### src/inc/stack_ext_pkg.sv
package stack_ext_pkg;

    localparam int          ADDR_W      = 12;
    localparam int          DATA_W      = 8;
    localparam int          PC_W        = 21;
    localparam int          OFFS_W      = 7;
    localparam int          LIT_W       = 6;
    localparam int          PTR_COUNT   = 3;

    // Quarter phases of one instruction cycle; Q1 edge takes the fetched word.
    localparam logic [1:0]  Q_DECODE    = 2'h0;
    localparam logic [1:0]  Q_ISSUE     = 2'h2;
    localparam logic [1:0]  Q_LAST      = 2'h3;

    localparam logic [7:0]  OP_INDEXED  = 8'hEB;
    localparam logic [7:0]  OP_SUBPTR   = 8'hE9;
    localparam logic [7:0]  OP_PUSH     = 8'hFA;
    localparam logic [3:0]  OP_SECOND   = 4'hF;
    localparam logic [1:0]  SEL_RETURN  = 2'h3;
    localparam logic [1:0]  SEL_FRAME   = 2'h2;

    // Indirect addressing registers: three windows of five bytes in the top page.
    localparam logic [3:0]  IND_PAGE    = 4'hF;
    localparam logic [7:0]  IND_BASE0   = 8'hEB;
    localparam logic [7:0]  IND_BASE1   = 8'hE3;
    localparam logic [7:0]  IND_BASE2   = 8'hDB;
    localparam logic [7:0]  IND_SPAN    = 8'h05;

    localparam logic [ADDR_W-1:0] PTR_RESET  = 12'h000;
    localparam logic [DATA_W-1:0] DATA_ZERO  = 8'h00;
    localparam logic [ADDR_W-1:0] PTR_STEP   = 12'h001;

    typedef struct packed {
        logic              en;
        logic [ADDR_W-1:0] addr;
    } rd_req_type;

    typedef struct packed {
        logic              en;
        logic [ADDR_W-1:0] addr;
        logic [DATA_W-1:0] data;
    } wr_req_type;

    typedef enum logic [1:0] {
        ST_FIRST,
        ST_MOVE_FILE,
        ST_MOVE_INDEXED,
        ST_RET_NOP
    } dec_state_type;

endpackage

### src/hw/index_adder.sv
`timescale 1ns/1ps
`default_nettype none

module index_adder
    import stack_ext_pkg::*;
(
    input  wire logic [ADDR_W-1:0] base,      // Stack frame pointer value
    input  wire logic [OFFS_W-1:0] offset,    // Literal offset from the word
    output logic      [ADDR_W-1:0] addr,      // Effective address, wraps in 4 KB
    output logic                   indirect   // Address hits an indirect register
);

    logic [7:0] low;

    assign addr = base + {{(ADDR_W-OFFS_W){1'b0}}, offset};
    assign low  = addr[7:0];

    // Unsigned compare trick: low - base < span means base <= low < base + span.
    always_comb begin
        indirect = (addr[11:8] == IND_PAGE) &&
                   ((8'(low - IND_BASE0) < IND_SPAN) ||
                    (8'(low - IND_BASE1) < IND_SPAN) ||
                    (8'(low - IND_BASE2) < IND_SPAN));
    end

endmodule

`default_nettype wire

### src/hw/stack_frame_ext_instructions.sv
// Contract
// - Extensions decode only when the extended set enable is high.
// - Indexed-to-file source is frame pointer plus 7-bit first-word offset.
// - Indexed-to-file destination is the 12-bit literal of the second word.
// - Both indexed addresses may reach anywhere from 000h to FFFh.
// - A source in an indirect register moves the value 00h.
// - Indexed-to-indexed addresses are frame pointer plus separate 7-bit offsets.
// - Indexed-to-indexed with indirect destination writes nothing, acting as no-op.
// - Indexed-to-indexed decodes first word bit7 set, second word starting 1111.
// - Push literal stores the 8-bit immediate at the frame pointer address.
// - Push literal then decrements the frame pointer, in one cycle.
// - Subtract 6-bit literal from the pointer picked by the selector.
// - Subtract-from-pointer opcode is 1110 1001, selector, literal; one cycle.
// - Selector 11 runs subtract-and-return on the frame pointer only.
// - Subtract-and-return subtracts from frame pointer then loads PC from stack top.
// - Subtract-and-return takes two cycles, the second a no-op.
`timescale 1ns/1ps
`default_nettype none

module stack_frame_ext_instructions
    import stack_ext_pkg::*;
(
    input  wire logic              clk,                  // Core clock
    input  wire logic              nrst,                 // Asynchronous reset, low
    input  wire logic              extended_set_enable,  // Configuration setting
    input  wire logic              word_valid,           // Fetched word present at Q1
    input  wire logic [15:0]       fetch_word,           // Fetched instruction word
    input  wire logic [DATA_W-1:0] mem_rd_data,          // Read data, sampled at Q4
    input  wire logic [PC_W-1:0]   return_stack_top,     // Top of return stack
    input  wire logic              ptr_wr_en,            // Core loads a pointer
    input  wire logic [1:0]        ptr_wr_sel,           // Pointer the core loads
    input  wire logic [ADDR_W-1:0] ptr_wr_value,         // Value the core loads
    output logic      [1:0]        q_phase,              // Current quarter phase
    output logic                   claimed,              // Block owns this cycle
    output rd_req_type             mem_rd,               // Data memory read request
    output wr_req_type             mem_wr,               // Data memory write request
    output logic                   pc_load,              // Load PC, one clock in Q4
    output logic      [PC_W-1:0]   pc_value,             // Value for the PC
    output logic      [ADDR_W-1:0] file_pointers [PTR_COUNT] // Pointers 0..2
);

    dec_state_type     state;
    logic              at_decode;
    logic              is_ext;
    logic              dec_index;
    logic              dec_move_indexed_to_file;
    logic              dec_movss;
    logic              dec_push;
    logic              dec_sub;
    logic              dec_subret;
    logic              second_ok;
    logic              next_claimed;
    logic [ADDR_W-1:0] idx_addr;
    logic              idx_indirect;
    logic              src_indirect;
    logic [DATA_W-1:0] move_data;
    logic              wr_pending;
    logic              sub_pending;
    logic              push_pending;
    logic              ret_pending;
    logic [1:0]        sub_sel;
    logic [LIT_W-1:0]  sub_lit;

    assign at_decode = (q_phase == Q_DECODE);

    assign is_ext = extended_set_enable && word_valid && at_decode && (state == ST_FIRST);

    always_comb begin
        dec_index  = is_ext && (fetch_word[15:8] == OP_INDEXED);
        dec_move_indexed_to_file  = dec_index && !fetch_word[7];
        dec_movss  = dec_index && fetch_word[7];
        dec_push   = is_ext && (fetch_word[15:8] == OP_PUSH);
        dec_sub    = is_ext && (fetch_word[15:8] == OP_SUBPTR) &&
                     (fetch_word[7:6] != SEL_RETURN);
        dec_subret = is_ext && (fetch_word[15:8] == OP_SUBPTR) &&
                     (fetch_word[7:6] == SEL_RETURN);
        second_ok  = word_valid && at_decode && (fetch_word[15:12] == OP_SECOND) &&
                     ((state == ST_MOVE_FILE) || (state == ST_MOVE_INDEXED));
        next_claimed = dec_index || dec_push || dec_sub || dec_subret ||
                       (state != ST_FIRST);
    end

    index_adder u_index (
        .base     (file_pointers[SEL_FRAME]),
        .offset   (fetch_word[OFFS_W-1:0]),
        .addr     (idx_addr),
        .indirect (idx_indirect)
    );

    always_ff @(posedge clk or negedge nrst) begin
        if (!nrst) begin
            q_phase <= 2'h0;
        end else begin
            q_phase <= q_phase + 2'h1;
        end
    end

    // A second word that is not 1111 drops the move, so a bad fetch cannot write.
    // Two-word move and subtract-and-return sequencing
    always_ff @(posedge clk or negedge nrst) begin
        if (!nrst) begin
            state <= ST_FIRST;
        end else if (at_decode) begin
            case (state)
                ST_FIRST: begin
                    if (dec_move_indexed_to_file) begin
                        state <= ST_MOVE_FILE;
                    end else if (dec_movss) begin
                        state <= ST_MOVE_INDEXED;
                    end else if (dec_subret) begin
                        state <= ST_RET_NOP;
                    end
                end
                ST_MOVE_FILE, ST_MOVE_INDEXED: begin
                    if (word_valid) begin
                        state <= ST_FIRST;
                    end
                end
                ST_RET_NOP: begin
                    state <= ST_FIRST;
                end
                default: begin
                    state <= ST_FIRST;
                end
            endcase
        end
    end

    always_ff @(posedge clk or negedge nrst) begin
        if (!nrst) begin
            claimed <= 1'b0;
        end else if (at_decode) begin
            claimed <= next_claimed;
        end
    end

    // Source address and read in first cycle
    always_ff @(posedge clk or negedge nrst) begin
        if (!nrst) begin
            mem_rd       <= '0;
            src_indirect <= 1'b0;
            move_data    <= DATA_ZERO;
        end else if (dec_index) begin
            mem_rd.en    <= 1'b1;
            mem_rd.addr  <= idx_addr;
            src_indirect <= idx_indirect;
        end else if (q_phase == Q_LAST && mem_rd.en) begin
            mem_rd.en <= 1'b0;
            move_data <= src_indirect ? DATA_ZERO : mem_rd_data;
        end
    end

    // Address and data settle at Q1; the strobe only rises in Q4.
    always_ff @(posedge clk or negedge nrst) begin
        if (!nrst) begin
            mem_wr     <= '0;
            wr_pending <= 1'b0;
        end else if (dec_push) begin
            mem_wr.addr <= file_pointers[SEL_FRAME];
            mem_wr.data <= fetch_word[7:0];
            wr_pending  <= 1'b1;
        end else if (second_ok && state == ST_MOVE_FILE) begin
            mem_wr.addr <= fetch_word[ADDR_W-1:0];
            mem_wr.data <= move_data;
            wr_pending  <= 1'b1;
        end else if (second_ok && state == ST_MOVE_INDEXED) begin
            mem_wr.addr <= idx_addr;
            mem_wr.data <= move_data;
            wr_pending  <= !idx_indirect;
        end else if (q_phase == Q_ISSUE) begin
            mem_wr.en <= wr_pending;
        end else if (q_phase == Q_LAST) begin
            mem_wr.en  <= 1'b0;
            wr_pending <= 1'b0;
        end
    end

    always_ff @(posedge clk or negedge nrst) begin
        if (!nrst) begin
            sub_pending  <= 1'b0;
            push_pending <= 1'b0;
            ret_pending  <= 1'b0;
            sub_sel      <= 2'h0;
            sub_lit      <= '0;
        end else if (at_decode) begin
            sub_pending  <= dec_sub || dec_subret;
            push_pending <= dec_push;
            ret_pending  <= dec_subret;
            sub_sel      <= dec_subret ? SEL_FRAME : fetch_word[7:6];
            sub_lit      <= fetch_word[LIT_W-1:0];
        end else if (q_phase == Q_LAST) begin
            sub_pending  <= 1'b0;
            push_pending <= 1'b0;
            ret_pending  <= 1'b0;
        end
    end

    // Return loads PC from stack top
    always_ff @(posedge clk or negedge nrst) begin
        if (!nrst) begin
            pc_load  <= 1'b0;
            pc_value <= '0;
        end else if (q_phase == Q_ISSUE) begin
            pc_load  <= ret_pending;
            pc_value <= return_stack_top;
        end else begin
            pc_load  <= 1'b0;
        end
    end

    // The core's own load wins; it never overlaps a claimed cycle in practice.
    // Only the core's load, push and subtract touch pointers
    for (genvar i = 0; i < PTR_COUNT; i++) begin : g_ptr
        always_ff @(posedge clk or negedge nrst) begin
            if (!nrst) begin
                file_pointers[i] <= PTR_RESET;
            end else if (ptr_wr_en && ptr_wr_sel == 2'(i)) begin
                file_pointers[i] <= ptr_wr_value;
            end else if (q_phase == Q_LAST && sub_pending && sub_sel == 2'(i)) begin
                file_pointers[i] <= file_pointers[i] - {{(ADDR_W-LIT_W){1'b0}}, sub_lit};
            end else if (q_phase == Q_LAST && push_pending && i == SEL_FRAME) begin
                file_pointers[i] <= file_pointers[i] - PTR_STEP;
            end
        end
    end
endmodule

`default_nettype wire

### config.mk
export PLATFORM = sky130hd
export DESIGN_NAME = stack_frame_ext_instructions
export DESIGN_NICKNAME = d
export VERILOG_FILES = /design/src/inc/stack_ext_pkg.sv /design/src/hw/index_adder.sv /design/src/hw/stack_frame_ext_instructions.sv
export SDC_FILE = /design/constraint.sdc
export NUM_CORES = 1
export LEC_CHECK = 0
export BUFFER_PORTS_ARGS = -buffer_cell sky130_fd_sc_hd__buf_2
export CELL_PAD_IN_SITES_DETAIL_PLACEMENT = 1
export CELL_PAD_IN_SITES_GLOBAL_PLACEMENT = 1
export CORE_MARGIN = 4
export CORE_UTILIZATION = 37
export CTS_CLUSTER_DIAMETER = 40
export DETAILED_ROUTE_END_ITERATION = 6
export PLACE_DENSITY_LB_ADDON = 0.1
export SLEW_MARGIN = 10
export SYNTH_ARGS = -nofsm -noshare
export SYNTH_HDL_FRONTEND = slang
export SYNTH_SLANG_ARGS = --single-unit
### constraint.sdc
create_clock -name clk -period 3.04 [get_ports clk]
set_clock_uncertainty 0.1 [all_clocks]
set_input_delay 0.456 -clock clk [delete_from_list [all_inputs] [get_ports clk]]
set_output_delay 0.456 -clock clk [all_outputs]
set_load 0.01 [all_outputs]
After elaboration in Yosys (flattened, before gate mapping)
Index checks and enable logic that the tools add are counted.
- bits in registers: 118
- output and inout port bits: 95
- word-level logic and storage cells: 138
- bits of input ports: 64
- $add $sub $neg: 9
- $lt $le $gt $ge: 3
- mux-type cells: 29
- equal/unequal tests: 19
- reduce and logical (&&, ||, !) cells: 53
- bitwise operators: 4
- operators by type and width (kind ; number):
    2-to-1 mux 12 bit ; 7
    2-to-1 mux 20 bit ; 3
    subtractor 12 x 6 -> 12 bit ; 3
    logical AND 1 bit ; 25
    == test 8 bit (second input constant) ; 3
    < comparator 8 x 3 -> 1 bit (second input constant) ; 3
    subtractor 8 bit (second input constant) ; 3
    == test 2 bit (second input constant) ; 7
    adder 12 x 7 -> 12 bit ; 1
    2-to-1 mux 1 bit ; 12
    nonzero test 2 bit ; 6
    subtractor 12 x 1 -> 12 bit (second input constant) ; 1
    2-to-1 mux 2 bit ; 5
    == test 4 bit (second input constant) ; 2
    zero test 2 bit ; 4
    logical OR 1 bit ; 8
    2-to-1 mux 8 bit ; 1
    != test 4 bit (second input constant) ; 2
    == test 2 x 1 -> 1 bit (second input constant) ; 3
    one-hot mux 2 bit (3 select lines) ; 1
    nonzero test 3 bit ; 2
    != test 2 bit (second input constant) ; 2
    NOT 1 bit ; 4
    AND reduction 2 bit ; 2
    6 further kinds ; 7

Logic depth before layout (Yosys ltp)
Gate-level depths: netlist of run 1.
- word-level depth: 10
- gate-level depth with buffers: 13
- depth with buffers taken out: 13

Modules after synthesis
A second synthesis of run 1 with hierarchy kept.
- cells, all modules: 728
- area, all modules: 7025.5 um^2
- modules (own cells, without submodules) (module ; cells each ; area each (um^2) ; instances ; seq. area each (um^2)):
    stack_frame_ext_instructions ; 635 ; 6313.6 ; 1 ; 2952.8
    index_adder ; 93 ; 711.9 ; 1 ; 0.0

Worst setup path before layout of run 1
Ideal clock, no wire load.
- path kind: register to register
- from: register q_phase[1]
- to: register file_pointers[8] (netlist name)
- arrival: 2.798 ns
- data required time: 2.803 ns
- path slack: 0.005 ns
- path buffers: 0
- library setup time: 0.137 ns
- clock period less this slack: 3.035 ns
- stages on the path, launching flop included: 14
- cell sequence: dfrtp_1 > ha_1 > nand2_2 > nor3b_4 > or2b_1 > ha_1 > fa_1 > nor2b_1 > o21ai_0 > a21boi_0 > o21ai_0 > nand3_1 > xor2_1 > a21oi_1
- cells in the longest elaborated chain, start to end: 5
- elaborated cells on any way between the ends: 7
- classes of those cells: eq/ne: 1; mux: 2; reduce/logical: 4
- ends and longest elaborated chain (what ; RTL line ; source):
    start: declaration ; stack_frame_ext_instructions.sv:33 ; output logic [1:0] q_phase,
    start signal: assignment ; stack_frame_ext_instructions.sv:94 ; q_phase <= q_phase + 2'h1;
    == test 2 bit (*) ; stack_frame_ext_instructions.sv:219, stack_frame_ext_instructions.sv:221 ;
    logical AND 1 bit (2 in series) ; stack_frame_ext_instructions.sv:219 ; end else if (q_phase == Q_LAST && sub_pending && sub_sel == 2'(i)) begin
    2-to-1 mux 12 bit ; stack_frame_ext_instructions.sv:219 ;
    2-to-1 mux 12 bit ; stack_frame_ext_instructions.sv:217 ; end else if (ptr_wr_en && ptr_wr_sel == 2'(i)) begin
    end signal: indexed assignment ; stack_frame_ext_instructions.sv:218 ; file_pointers[i] <= ptr_wr_value;
    end signal: indexed assignment ; stack_frame_ext_instructions.sv:220 ; file_pointers[i] <= file_pointers[i] - {{(ADDR_W-LIT_W){1'b0}}, sub_lit};
    end signal: indexed assignment ; stack_frame_ext_instructions.sv:222 ; file_pointers[i] <= file_pointers[i] - PTR_STEP;
    end: declaration ; stack_frame_ext_instructions.sv:39 ; output logic [ADDR_W-1:0] file_pointers [PTR_COUNT]
Mark *: on every way between the ends. The rest lies on a longest branch, timed or not.
A chain may end at the register's enable or synchronous reset.

Worst setup path in the final report of run 1
- from: register q_phase[0]
- to: register file_pointers[10] (netlist name)
The elaborated chain is that of the path after synthesis.

==> results by group, run 1 <==
Run status
  • Status: finished clean

Worst setup path
  • Buf/Inv on CP: 0
  • Critical path class: reg -> reg
  • Cell Chain, Critical Path: ha_1 -> nand2_2 -> nor3b_4 -> or2b_1 -> ha_1 -> fa_2 -> nor2b_2 -> o21ai_0 -> a21boi_1 -> o21ai_2 -> nand3_1 -> xor2_1 -> a21oi_1
  • Kind of cell adding the most delay to the critical path: simple AND/OR/NAND/NOR gates
  • Reg2reg path depth: 13
  • Worst Path Arrival: 3.04 ns
  • CP peak stage delay: 0.36 ns
  • Flop2flop setup slack: 0.16 ns
  • Critical path peak fanout: 3
  • Worst setup SP type: flop
  • Required @ worst endpoint: 3.21 ns
  • CP most frequent cell: ha_1
  • RR Endpoint: file_pointers[10]$_DFFE_PN0P_
  • CP Depth: 13
  • CP Capture Type: flop
  • CP max-delay cell: dfrtp_1
  • Worst R2R Start: q_phase[0]$_DFF_PN0_

Yosys
  • YS warnings: 0
  • Sequential share of the synthesized area: 0.443
  • FFs w/ async S/R, synth: 1.00
  • Synth Flop Type: dfrtp_1
  • Syn nets: 811
  • Main area contributors after synthesis: dfrtp_1 (44%), ha_1 (5.8%), o21ai_0 (5.3%)
  • Avg Cell Area, Syn: 9.37 um^2
  • Number of synthesized flops with an enable pin: 0
  • Synth Register Bits: 118
  • Post-Synthesis Cell Area: 6670 um^2
  • Synth area leader: dfrtp_1
  • Syn Inst Count: 712
  • Synth cell types: 59
  • Top-area cell type share of the netlist area: 0.443

Power and ir drop
  • Clk pwr share: 0.423
  • Pwr/cell area: 593 nW/um^2
  • Final Power: 4.98 mW
  • Net Sw Frac: 0.307
  • P_sw: 1.53 mW
  • Part of the power in registers: 0.362
  • Internal: 3.45 mW
  • P_leak: 3.94 nW
  • Combinational power share: 0.214
  • VDD IR-drop max: 0.000422 V

Timing
  • FMAX: 348 MHz
  • Fin crit share: 0.946
  • Period minus WS final: 2.88 ns
  • Fin Setup TNS: 0 ns
  • Endpoints failing setup: 0
  • Measured slew at the worst slew-check pin: 0.892 ns
  • Max-slew headroom: 0.404
  • RSZ-0062 raised after global routing: false
  • Hold Fails Final Rpt: 0
  • Final WS setup: 0.164 ns
  • Final Max Tran Viols: 0

Placement
  • Dpl cells: 1080
  • Post-DP HPWL: 16.1 mm
  • Placed Area: 7760 um^2
  • Dpl ws: -0.0785 ns
  • GPL Wtd Cong: 0.861
  • PortBufs: 158

Floorplanning
  • # rows: 48
  • Die area: 20200 um^2
  • DIE WIDTH: 142 um
  • Die Y: 142 um
  • Initial Util: 0.382
  • Core area: 17500 um^2
  • Ports: 159

Min path
  • Hold Crit Depth: 2
  • Hold Path Class: in -> reg
  • Min-Delay Endpoint: pc_value[12]$_DFFE_PN0N_
  • HP Start: return_stack_top[12]

Layout
  • Count of non-filler cells in the finished layout: 1113
  • Share of post-route cells with drive strength above 1: 0.286
  • Layout Nets: 974
  • Diodes inserted: 0
  • Area Overhead vs Synth: 26.0%
  • Final Cell Area: 8400 um^2

CTS
  • Post-CTS Setup Bufs: 0
  • CTS tree: yes
  • Clock buffer depth: 2
  • Clk_lat worst skew: 0.42 ns
  • Total CTS buffers: 17
  • Sink Count: 118
  • Htree depth: 4
  • Root buf cell: clkbuf_16
  • Clk slew on worst S/H paths: 0.06 ns

Global routing
  • Vias in the first global route: 6282
  • Total track usage: 0.207
  • First-pass GRT wire length: 33.0 mm
  • Pin count of the biggest net entering global routing: 61
  • Initial antenna violation count: 0
  • Gr ovfl total: 0

Drt
  • Antenna-violating nets left: 0
  • Vias post-DR: 5780
  • Post-DR wirelength/cell: 18.3 um
  • Total wire length: 20.4 mm
  • 1st-pass router iterations: 4
  • DRC Markers: 0
  • Via density: 5.19
  • Initial DRC Count: 232

Run
  • Max Cap Viol: 0
[worst register-to-register path: cells and delay by family, from the launching register on]
family          cells  cell delay (ns)
simple gates        5             0.83
fa+ha+maj           3             0.77
compound gates      4             0.49
flops               1             0.36
xor+xnor            1             0.16
[per-stage QoR]
step                      hold WS (ns)   util
after floorplan                 0.0604      -
after detailed placement         0.337  0.444
after CTS                        0.152  0.480
after global placement           0.323  0.444
after global routing             0.157  0.481
final                            0.164  0.481
[kinds of logic (layout without fill, tap and decap cells)]
| group | count (synthesis) | after routing | share of synthesized area |
|---|---|---|---|
| buffers and inverters | 73 | 249 | 0.0441 |
| XOR/XNOR | 33 | 33 | 0.0433 |
| multiplexers | 40 | 40 | 0.0658 |
| adder cells (fa/ha/maj) | 35 | 35 | 0.0702 |
| AO/OA/AOI/OAI | 183 | 183 | 0.162 |
| AND/OR/NAND/NOR | 230 | 230 | 0.172 |
| flip-flops | 118 | 118 | 0.443 |
[layout by cell type, fill, tap and decap left out, types with 4 or more instances in the layout]
| cell type | netlist | final |
|---|---|---|
| xor2_1 | 11 | 11 |
| nand2b_1 | 5 | 5 |
| ha_1 | 31 | 31 |
| or3_1 | 5 | 5 |
| o21ai_1 | 11 | 12 |
| nor4_1 | 5 | 4 |
| nor3_1 | 13 | 13 |
| clkinv_4 | 0 | 6 |
| nor2_1 | 53 | 53 |
| clkbuf_16 | 0 | 17 |
| dfrtp_1 | 118 | 118 |
| inv_6 | 0 | 4 |
| buf_2 | 6 | 157 |
| nand2_1 | 82 | 82 |
| a21o_1 | 5 | 5 |
| mux2_2 | 31 | 31 |
| a31oi_1 | 4 | 4 |
| a21oi_1 | 47 | 47 |
| inv_1 | 39 | 39 |
| nand3b_1 | 13 | 13 |
| nand3_1 | 13 | 13 |
| mux2i_1 | 9 | 9 |
| nor2b_1 | 12 | 11 |
| o21a_1 | 12 | 12 |
| o211ai_1 | 4 | 4 |
| buf_4 | 1 | 19 |
| o21ai_0 | 70 | 68 |
| and3_1 | 6 | 6 |
| xnor2_1 | 22 | 22 |
[worst max-delay path by stage]
stage | slack [ns] | end | startpoint
after global placement | 0.05 | file_pointers[10]$_DFFE_PN0P_ | q_phase[0]$_DFF_PN0_
after detailed placement | -0.08 | file_pointers[10]$_DFFE_PN0P_ | q_phase[0]$_DFF_PN0_
after floorplan | 0.005 | file_pointers[8]$_DFFE_PN0P_ | q_phase[1]$_DFF_PN0_
after CTS | 0.02 | file_pointers[9]$_DFFE_PN0P_ | q_phase[0]$_DFF_PN0_
final | 0.16 | file_pointers[10]$_DFFE_PN0P_ | q_phase[0]$_DFF_PN0_
after global routing | 0.001 | file_pointers[10]$_DFFE_PN0P_ | q_phase[0]$_DFF_PN0_
[layer usage]
metal,vias up,share of wire,global-route usage
li1,2802,-,-
met4,0,0.025,0.0727
met2,137,0.48,0.349
met1,2809,0.44,0.261
met5,-,0,0
met3,32,0.051,0.0460
[cell usage after synthesis (all sizes together) (2+ instances only)]
cell type  number
or3             5
a21boi          6
o2111ai         3
inv            39
nor4b           2
dfrtp         118
a22oi           2
nor4            6
or2b            2
and2            3
o22ai           3
nand3          13
o21a           12
nor3           13
xnor2          22
nor3b           6
nand2b          5
clkbuf         23
xor2           11
a21oi          49
buf            11
a21o            5
mux2           31
o21ai          82
nand4           3
nand2          84
ha             31
and3            6
a211oi          3
nor2           53
fa              4
a31oi           5
nor2b          12
and4b           2
nand3b         13
o211ai          4
mux2i           9
o31ai           3
[power by group through the flow]
stage	Combinational, mW	Sequential (mW)	Clock [mW]
floorplan	0.645	1.84	0
global placement	1.04	1.82	0
detailed placement	1.07	1.83	0
CTS	1.08	1.81	2.16
global route	1.21	1.83	2.25
finish	1.07	1.81	2.11
[state kept, by name, summed over array words and instances, names as in the netlist, 6 cells and up]
signal and cells:
file_pointers 36, mem_wr 21, pc_value 21, mem_rd 13, move_data 8, sub_lit 6
[timing repair]
| item | CTS | global route |
|---|---|---|
| endpoints found under the hold margin | 28 | 0 |
| resized for setup | 2 | 6 |
| pin swaps | 0 | 2 |
| endpoints found under the setup margin | 3 | 6 |
| hold buffers | 1 | 0 |
[area by class of cell]
class	instances	area (um^2)
fill	2097	9070
multi-input combinational	521	3440
sequential	118	2950
timing repair buffer	178	958
clock buffer	17	425
tap	225	282
clock inverter	15	194
inverter	39	146
No activity file was read; power rests on OpenSTA's default activity.
==> run 2, diff against run 1 <==
--- a/config.mk
+++ b/config.mk
@@ -5,6 +5,7 @@
 export SDC_FILE = /design/constraint.sdc
 export NUM_CORES = 1
 export LEC_CHECK = 0
+export ABC_CLOCK_PERIOD_IN_PS = 3040
 export BUFFER_PORTS_ARGS = -buffer_cell sky130_fd_sc_hd__buf_2
 export CELL_PAD_IN_SITES_DETAIL_PLACEMENT = 1
 export CELL_PAD_IN_SITES_GLOBAL_PLACEMENT = 1
@@ -12,6 +13,7 @@
 export CORE_UTILIZATION = 37
 export CTS_CLUSTER_DIAMETER = 40
 export DETAILED_ROUTE_END_ITERATION = 6
+export MAX_ROUTING_LAYER = met4
 export PLACE_DENSITY_LB_ADDON = 0.1
 export SLEW_MARGIN = 10
 export SYNTH_ARGS = -nofsm -noshare
==> run 2 against run 1 <==
Register-to-register slack hardly changed; die area stayed put; first-iteration DRC count is 6.9% lower; via count hardly changed; largest cell class unchanged; global-route usage is 0.67 points higher; wire length is 0.17% higher; cell count stayed put; power hardly changed; critical path depth stayed put; clock power hardly changed; setup slack better by 0.0050 ns; sequential power hardly changed.
==> results by group, run 2 (synthesis results as in run 1) <==
Layout
  • Count of non-filler cells in the finished layout: 1113
  • Util after Layout: 0.481
  • Largest register FFs: 36
  • Layout Nets: 974
  • Most frequent cells in the layout: buf_2 (157), dfrtp_1 (118), nand2_1 (82)
  • Share of post-route cells with drive strength above 1: 0.286
  • Commonest non-fill, non-tap cell in the layout: buf_2
  • Most flops, register: file_pointers
  • Diodes inserted: 0
  • Area Overhead vs Synth: 26.0%
  • Largest regs: file_pointers: 36 flops, mem_wr: 21 flops, pc_value: 21 flops

Timing
  • Period minus WS final: 2.87 ns
  • Fin crit share: 0.945
  • Max-slew headroom: 0.392
  • Hold Fails Final Rpt: 0
  • RSZ-0062 raised after global routing: false
  • Fin Setup TNS: 0 ns
  • FMAX: 348 MHz
  • Endpoints failing setup: 0
  • Worst hold slack: 0.166 ns
  • Measured slew at the worst slew-check pin: 0.909 ns
  • Final Max Tran Viols: 0

Min path
  • HP Start: return_stack_top[12]
  • Hold Path Class: in -> reg
  • Min-Delay Endpoint: pc_value[12]$_DFFE_PN0N_
  • Hold Crit Depth: 2

Worst setup path
  • Critical path class: reg -> reg
  • Reg2reg path depth: 13
  • Cell Chain, Critical Path: ha_1 -> nand2_2 -> nor3b_4 -> or2b_1 -> ha_1 -> fa_2 -> nor2b_2 -> o21ai_0 -> a21boi_1 -> o21ai_2 -> nand3_1 -> xor2_1 -> a21oi_1
  • CP max-delay cell: dfrtp_1
  • CP most frequent cell: ha_1
  • Buf/Inv on CP: 0
  • Flop2flop setup slack: 0.17 ns
  • RR Endpoint: file_pointers[10]$_DFFE_PN0P_
  • Required @ worst endpoint: 3.20 ns
  • Worst setup SP type: flop
  • Kind of cell adding the most delay to the critical path: simple AND/OR/NAND/NOR gates
  • CP Capture Type: flop
  • Critical path peak fanout: 3
  • Worst Path Arrival: 3.04 ns
  • CP peak stage delay: 0.36 ns
  • Worst R2R Start: q_phase[0]$_DFF_PN0_

CTS
  • Root buf cell: clkbuf_16
  • Clock buffer depth: 2
  • Clk_lat worst skew: 0.42 ns
  • Clk slew on worst S/H paths: 0.06 ns
  • CTS tree: yes
  • Total CTS buffers: 17
  • Sink Count: 118
  • Htree depth: 4

Drt
  • Via density: 5.19
  • Post-DR wirelength/cell: 18.4 um
  • Antenna-violating nets left: 0
  • Total wire length: 20.5 mm
  • 1st-pass router iterations: 4
  • DRC Markers: 0
  • Initial DRC Count: 216
  • Vias post-DR: 5775

Global routing
  • Pin count of the biggest net entering global routing: 61
  • First-pass GRT wire length: 33.0 mm
  • Initial antenna violation count: 0
  • Gr ovfl total: 0
  • Total track usage: 0.213
  • Vias in the first global route: 6287

Placement
  • GPL Wtd Cong: 0.874
  • PortBufs: 158
  • Post-DP HPWL: 16.1 mm
  • Dpl cells: 1080

Power and ir drop
  • Pwr/cell area: 593 nW/um^2
  • P_leak: 3.94 nW
  • VDD IR-drop max: 0.000418 V

Floorplanning
  • DIE WIDTH: 142 um
  • Initial Util: 0.382
  • Ports: 159
  • Die Y: 142 um
  • # rows: 48
  • Die area: 20200 um^2
  • Core area: 17500 um^2

Run
  • Max Cap Viol: 0

Run status
  • Status: finished clean
[run 2: cell counts in the layout (fill, tap and decap cells not counted)]
Identical to the previous run, type by type.
[run 2: final cells by class]
class	instances	area [um^2]
timing repair buffer	178	958
fill	2097	9070
clock inverter	15	194
tap	225	282
inverter	39	146
sequential	118	2950
multi-input combinational	521	3440
clock buffer	17	425
[run 2: stage by stage]
step	worst slack [ns]	power, mW	instance area, um^2
CTS	0.0154	5.05	8390
global route	0.00116	5.29	8400
global placement	0.0497	2.86	7760
detailed placement	-0.0785	2.90	7760
floorplan	0.00509	2.48	6670
finish	0.169	4.98	8400
[run 2: routing by layer]
metal | wire [um] | global-route usage | up-vias
met1 | 9120 | 0.265 | 2802
li1 | - | - | 2802
met5 | 0 | - | -
met2 | 9850 | 0.349 | 134
met3 | 991 | 0.0420 | 37
met4 | 487 | 0.0727 | 0
[run 2: what timing repair did]
item,in CTS,in global routing
hold endpoints to repair,28,0
hold buffers,1,0
gates cloned,0,0
setup endpoints to repair,3,6
pin swaps,0,2
buffers inserted,0,0
resized for setup,2,6
[run 2: worst register-to-register path: cells and delay by family (launching register included)]
kind | cells | cell delay [ns]
compound gates | 4 | 0.50
xor+xnor | 1 | 0.16
fa+ha+maj | 3 | 0.77
flops | 1 | 0.36
simple gates | 5 | 0.83
[run 2: where the power goes]
group          leakage, nW  total, mW  internal (mW)  switching [mW]
clock                0.305       2.11           1.31           0.797
combinational         2.17       1.07          0.463           0.606
sequential            1.46       1.81           1.68           0.125
[run 2: worst max path at each step]
stage / from / end / slack (ns) / depth (start not counted)
floorplan: q_phase[1]$_DFF_PN0_ / file_pointers[8]$_DFFE_PN0P_ / 0.005 / 13
global placement: q_phase[0]$_DFF_PN0_ / file_pointers[10]$_DFFE_PN0P_ / 0.05 / 13
detailed placement: q_phase[0]$_DFF_PN0_ / file_pointers[10]$_DFFE_PN0P_ / -0.08 / 13
CTS: q_phase[0]$_DFF_PN0_ / file_pointers[9]$_DFFE_PN0P_ / 0.02 / 13
global route: q_phase[0]$_DFF_PN0_ / file_pointers[10]$_DFFE_PN0P_ / 0.001 / 13
finish: q_phase[0]$_DFF_PN0_ / file_pointers[10]$_DFFE_PN0P_ / 0.17 / 13
==> run 3, diff against run 2 <==
--- a/config.mk
+++ b/config.mk
@@ -5,12 +5,14 @@
 export SDC_FILE = /design/constraint.sdc
 export NUM_CORES = 1
 export LEC_CHECK = 0
+export ABC_AREA = 1
 export ABC_CLOCK_PERIOD_IN_PS = 3040
 export BUFFER_PORTS_ARGS = -buffer_cell sky130_fd_sc_hd__buf_2
+export CAP_MARGIN = 20
 export CELL_PAD_IN_SITES_DETAIL_PLACEMENT = 1
 export CELL_PAD_IN_SITES_GLOBAL_PLACEMENT = 1
 export CORE_MARGIN = 4
-export CORE_UTILIZATION = 37
+export CORE_UTILIZATION = 36
 export CTS_CLUSTER_DIAMETER = 40
 export DETAILED_ROUTE_END_ITERATION = 6
 export MAX_ROUTING_LAYER = met4
==> run 3 against run 2 <==
Register-to-register slack improved by 0.18 ns; core utilization fell by 1.7 points; hold slack worse by 0.0017 ns; critical path type unchanged.
==> results by group, run 3 <==
Global routing
  • Vias in the first global route: 6916
  • Pin count of the biggest net entering global routing: 53
  • First-pass GRT wire length: 38.2 mm
  • Total track usage: 0.230
  • Initial antenna violation count: 0
  • Gr ovfl total: 0

Worst setup path
  • Cell Chain, Critical Path: ha_1 -> nand2_2 -> nor3_4 -> buf_4 -> inv_2 -> nor2_1 -> inv_1 -> ha_1 -> nand2_1 -> o21ai_1 -> nand2_1 -> nand2_1 -> nor2_1 -> nand3_1 -> nand3_1 -> nand2_1 -> o21ai_0
  • CP max-delay cell: dfrtp_1
  • CP Capture Type: flop
  • CP peak stage delay: 0.38 ns
  • Kind of cell adding the most delay to the critical path: simple AND/OR/NAND/NOR gates
  • Buf/Inv on CP: 3
  • Worst Path Arrival: 2.89 ns
  • Critical path peak fanout: 6
  • Worst setup SP type: flop
  • Critical path class: reg -> reg
  • CP most frequent cell: nand2_1
  • Required @ worst endpoint: 3.24 ns

Timing
  • Measured slew at the worst slew-check pin: 0.588 ns
  • FMAX: 372 MHz
  • Worst hold slack: 0.164 ns
  • Hold Fails Final Rpt: 0
  • Final WS setup: 0.352 ns
  • Final Max Tran Viols: 0
  • Fin crit share: 0.884
  • Fin Setup TNS: 0 ns
  • Period minus WS final: 2.69 ns
  • Max-slew headroom: 0.606
  • Endpoints failing setup: 0
  • RSZ-0062 raised after global routing: false

Yosys
  • Syn nets: 982
  • Synth Register Bits: 118
  • Top-area cell type share of the netlist area: 0.423
  • Synth cell types: 42
  • Sequential share of the synthesized area: 0.423
  • Post-Synthesis Cell Area: 6990 um^2
  • Most frequent cell after synthesis: nand2_1
  • Number of synthesized flops with an enable pin: 0
  • Avg Cell Area, Syn: 7.91 um^2
  • FFs w/ async S/R, synth: 1.00
  • Syn Inst Count: 883
  • Top cells by count, synth: nand2_1 (255), dfrtp_1 (118), inv_1 (116)
  • YS warnings: 0
  • Synth area leader: dfrtp_1
  • Synth Flop Type: dfrtp_1
  • Main area contributors after synthesis: dfrtp_1 (42%), nand2_1 (14%), inv_1 (6.2%)

Drt
  • Total wire length: 23.7 mm
  • Initial DRC Count: 268
  • DRC Markers: 0
  • 1st-pass router iterations: 4
  • Vias post-DR: 6603
  • Post-DR wirelength/cell: 17.8 um
  • Via density: 4.96
  • Antenna-violating nets left: 0

CTS
  • Clk_lat worst skew: 0.42 ns
  • Total CTS buffers: 17
  • Clock buffer depth: 2
  • Root buf cell: clkbuf_16
  • CTS tree: yes
  • Htree depth: 4
  • Sink Count: 118
  • Clk slew on worst S/H paths: 0.06 ns

Run
  • Max Cap Viol: 0

Power and ir drop
  • Net Sw Frac: 0.344
  • P_leak: 4.64 nW
  • Part of the power in registers: 0.343
  • P_sw: 1.95 mW
  • Internal: 3.72 mW
  • Combinational power share: 0.287
  • VDD IR-drop max: 0.000412 V
  • Pwr/cell area: 647 nW/um^2
  • Clk pwr share: 0.370

Layout
  • Fillcell total: 2401
  • Most frequent cells in the layout: nand2_1 (255), buf_2 (157), dfrtp_1 (118)
  • Most flops, register: file_pointers
  • Share of post-route cells with drive strength above 1: 0.238
  • Largest regs: file_pointers: 36 flops, mem_wr: 21 flops, pc_value: 21 flops
  • Diodes inserted: 0
  • Largest register FFs: 36
  • Area Overhead vs Synth: 25.5%
  • Commonest non-fill, non-tap cell in the layout: nand2_1
  • Final Cell Area: 8770 um^2
  • Layout Nets: 1158

Placement
  • PortBufs: 158
  • Post-DP HPWL: 18.8 mm
  • GPL Wtd Cong: 0.878
  • Dpl ws: 0.192 ns
  • Placed Area: 8140 um^2

Floorplanning
  • DIE WIDTH: 147 um
  • Die area: 21700 um^2
  • Initial Util: 0.370
  • Die Y: 147 um
  • Core area: 18900 um^2
  • # rows: 50
  • Ports: 159

Run status
  • Status: finished clean

Min path
  • Hold Path Class: in -> reg
-- run 3: cell types whose count changed after synthesis, sizes merged, moves of 12 or more --
cell,previous run,this run
nor2b,12,0
xnor2,22,3
o211ai,4,19
nand2,84,256
o21ai,82,65
a21oi,49,31
clkbuf,23,9
inv,39,124
nand3,13,56
-- run 3: logic make-up after synthesis --
logic type | Yosys count | synth area share
AND/OR/NAND/NOR | 401 | 0.251
AO/OA/AOI/OAI | 148 | 0.124
buffers and inverters | 145 | 0.0822
flip-flops | 118 | 0.423
adder cells (fa/ha/maj) | 35 | 0.0670
multiplexers | 21 | 0.0339
XOR/XNOR | 15 | 0.0188
-- run 3: cell type report --
cell class,count,area (um^2),area share
clock inverter,8,121,0.0138
tap,260,325,0.0371
multi-input combinational,620,3460,0.394
timing repair buffer,178,958,0.109
clock buffer,23,488,0.0556
sequential,118,2950,0.337
inverter,124,465,0.0531
-- run 3: per-stage QoR --
stage | utilization | std cells | total power, mW
5_1_grt | 0.464 | 1331 | 6.04
3_5_place_dp | 0.431 | 1297 | 3.60
6_report | 0.464 | 1331 | 5.67
3_3_place_gp | 0.431 | 1297 | 3.58
4_1_cts | 0.463 | 1329 | 5.73
2_1_floorplan | - | 883 | 2.94
-- run 3: timing repair --
item                       in CTS  in global routing
hold endpoints to repair       34                  0
setup buffers                   0                  2
setup endpoints to repair       0                  5
gates resized for setup         0                  1
hold buffers                    1                  0
-- run 3: worst paths after layout --
kind                                  startpoint                            end  slack, ns  depth (start not counted)
setup / recovery            q_phase[1]$_DFF_PN0_  file_pointers[11]$_DFFE_PN0P_       0.35                         17
hold / removal               return_stack_top[5]        pc_value[5]$_DFFE_PN0N_       0.16                          2
setup reg to reg            q_phase[1]$_DFF_PN0_  file_pointers[11]$_DFFE_PN0P_       0.35                         17
hold reg to reg            mem_rd[9]$_DFFE_PN0P_          mem_rd[9]$_DFFE_PN0P_       0.37                          2
max in group asynchronous                   nrst  file_pointers[24]$_DFFE_PN0P_       1.61                          3
min in group asynchronous                   nrst       pc_value[12]$_DFFE_PN0N_       0.44                          2
-- run 3: per-layer routing --
layer	vias up	global-route usage	routed length [um]
li1	3250	-	-
met1	3169	0.313	11300
met2	164	0.359	11000
met3	20	0.0426	1130
met4	0	0.0531	298
met5	-	-	0
-- run 3: worst register-to-register path, cell delays in order, from the launching register on --
cell and delay (ns):
dfrtp_1 0.38, ha_1 0.20, nand2_2 0.09, nor3_4 0.18
buf_4 0.17, inv_2 0.05, nor2_1 0.16, inv_1 0.07
ha_1 0.27, nand2_1 0.04, o21ai_1 0.25, nand2_1 0.14
nand2_1 0.12, nor2_1 0.07, nand3_1 0.07, nand3_1 0.08
nand2_1 0.06, o21ai_0 0.07
-- run 3: power by group through the flow --
stage	clock network [mW]	logic, mW	registers, mW
2_1_floorplan	0	0.954	1.99
3_3_place_gp	0	1.61	1.97
3_5_place_dp	0	1.63	1.97
4_1_cts	2.14	1.65	1.95
5_1_grt	2.22	1.85	1.97
6_report	2.10	1.63	1.95
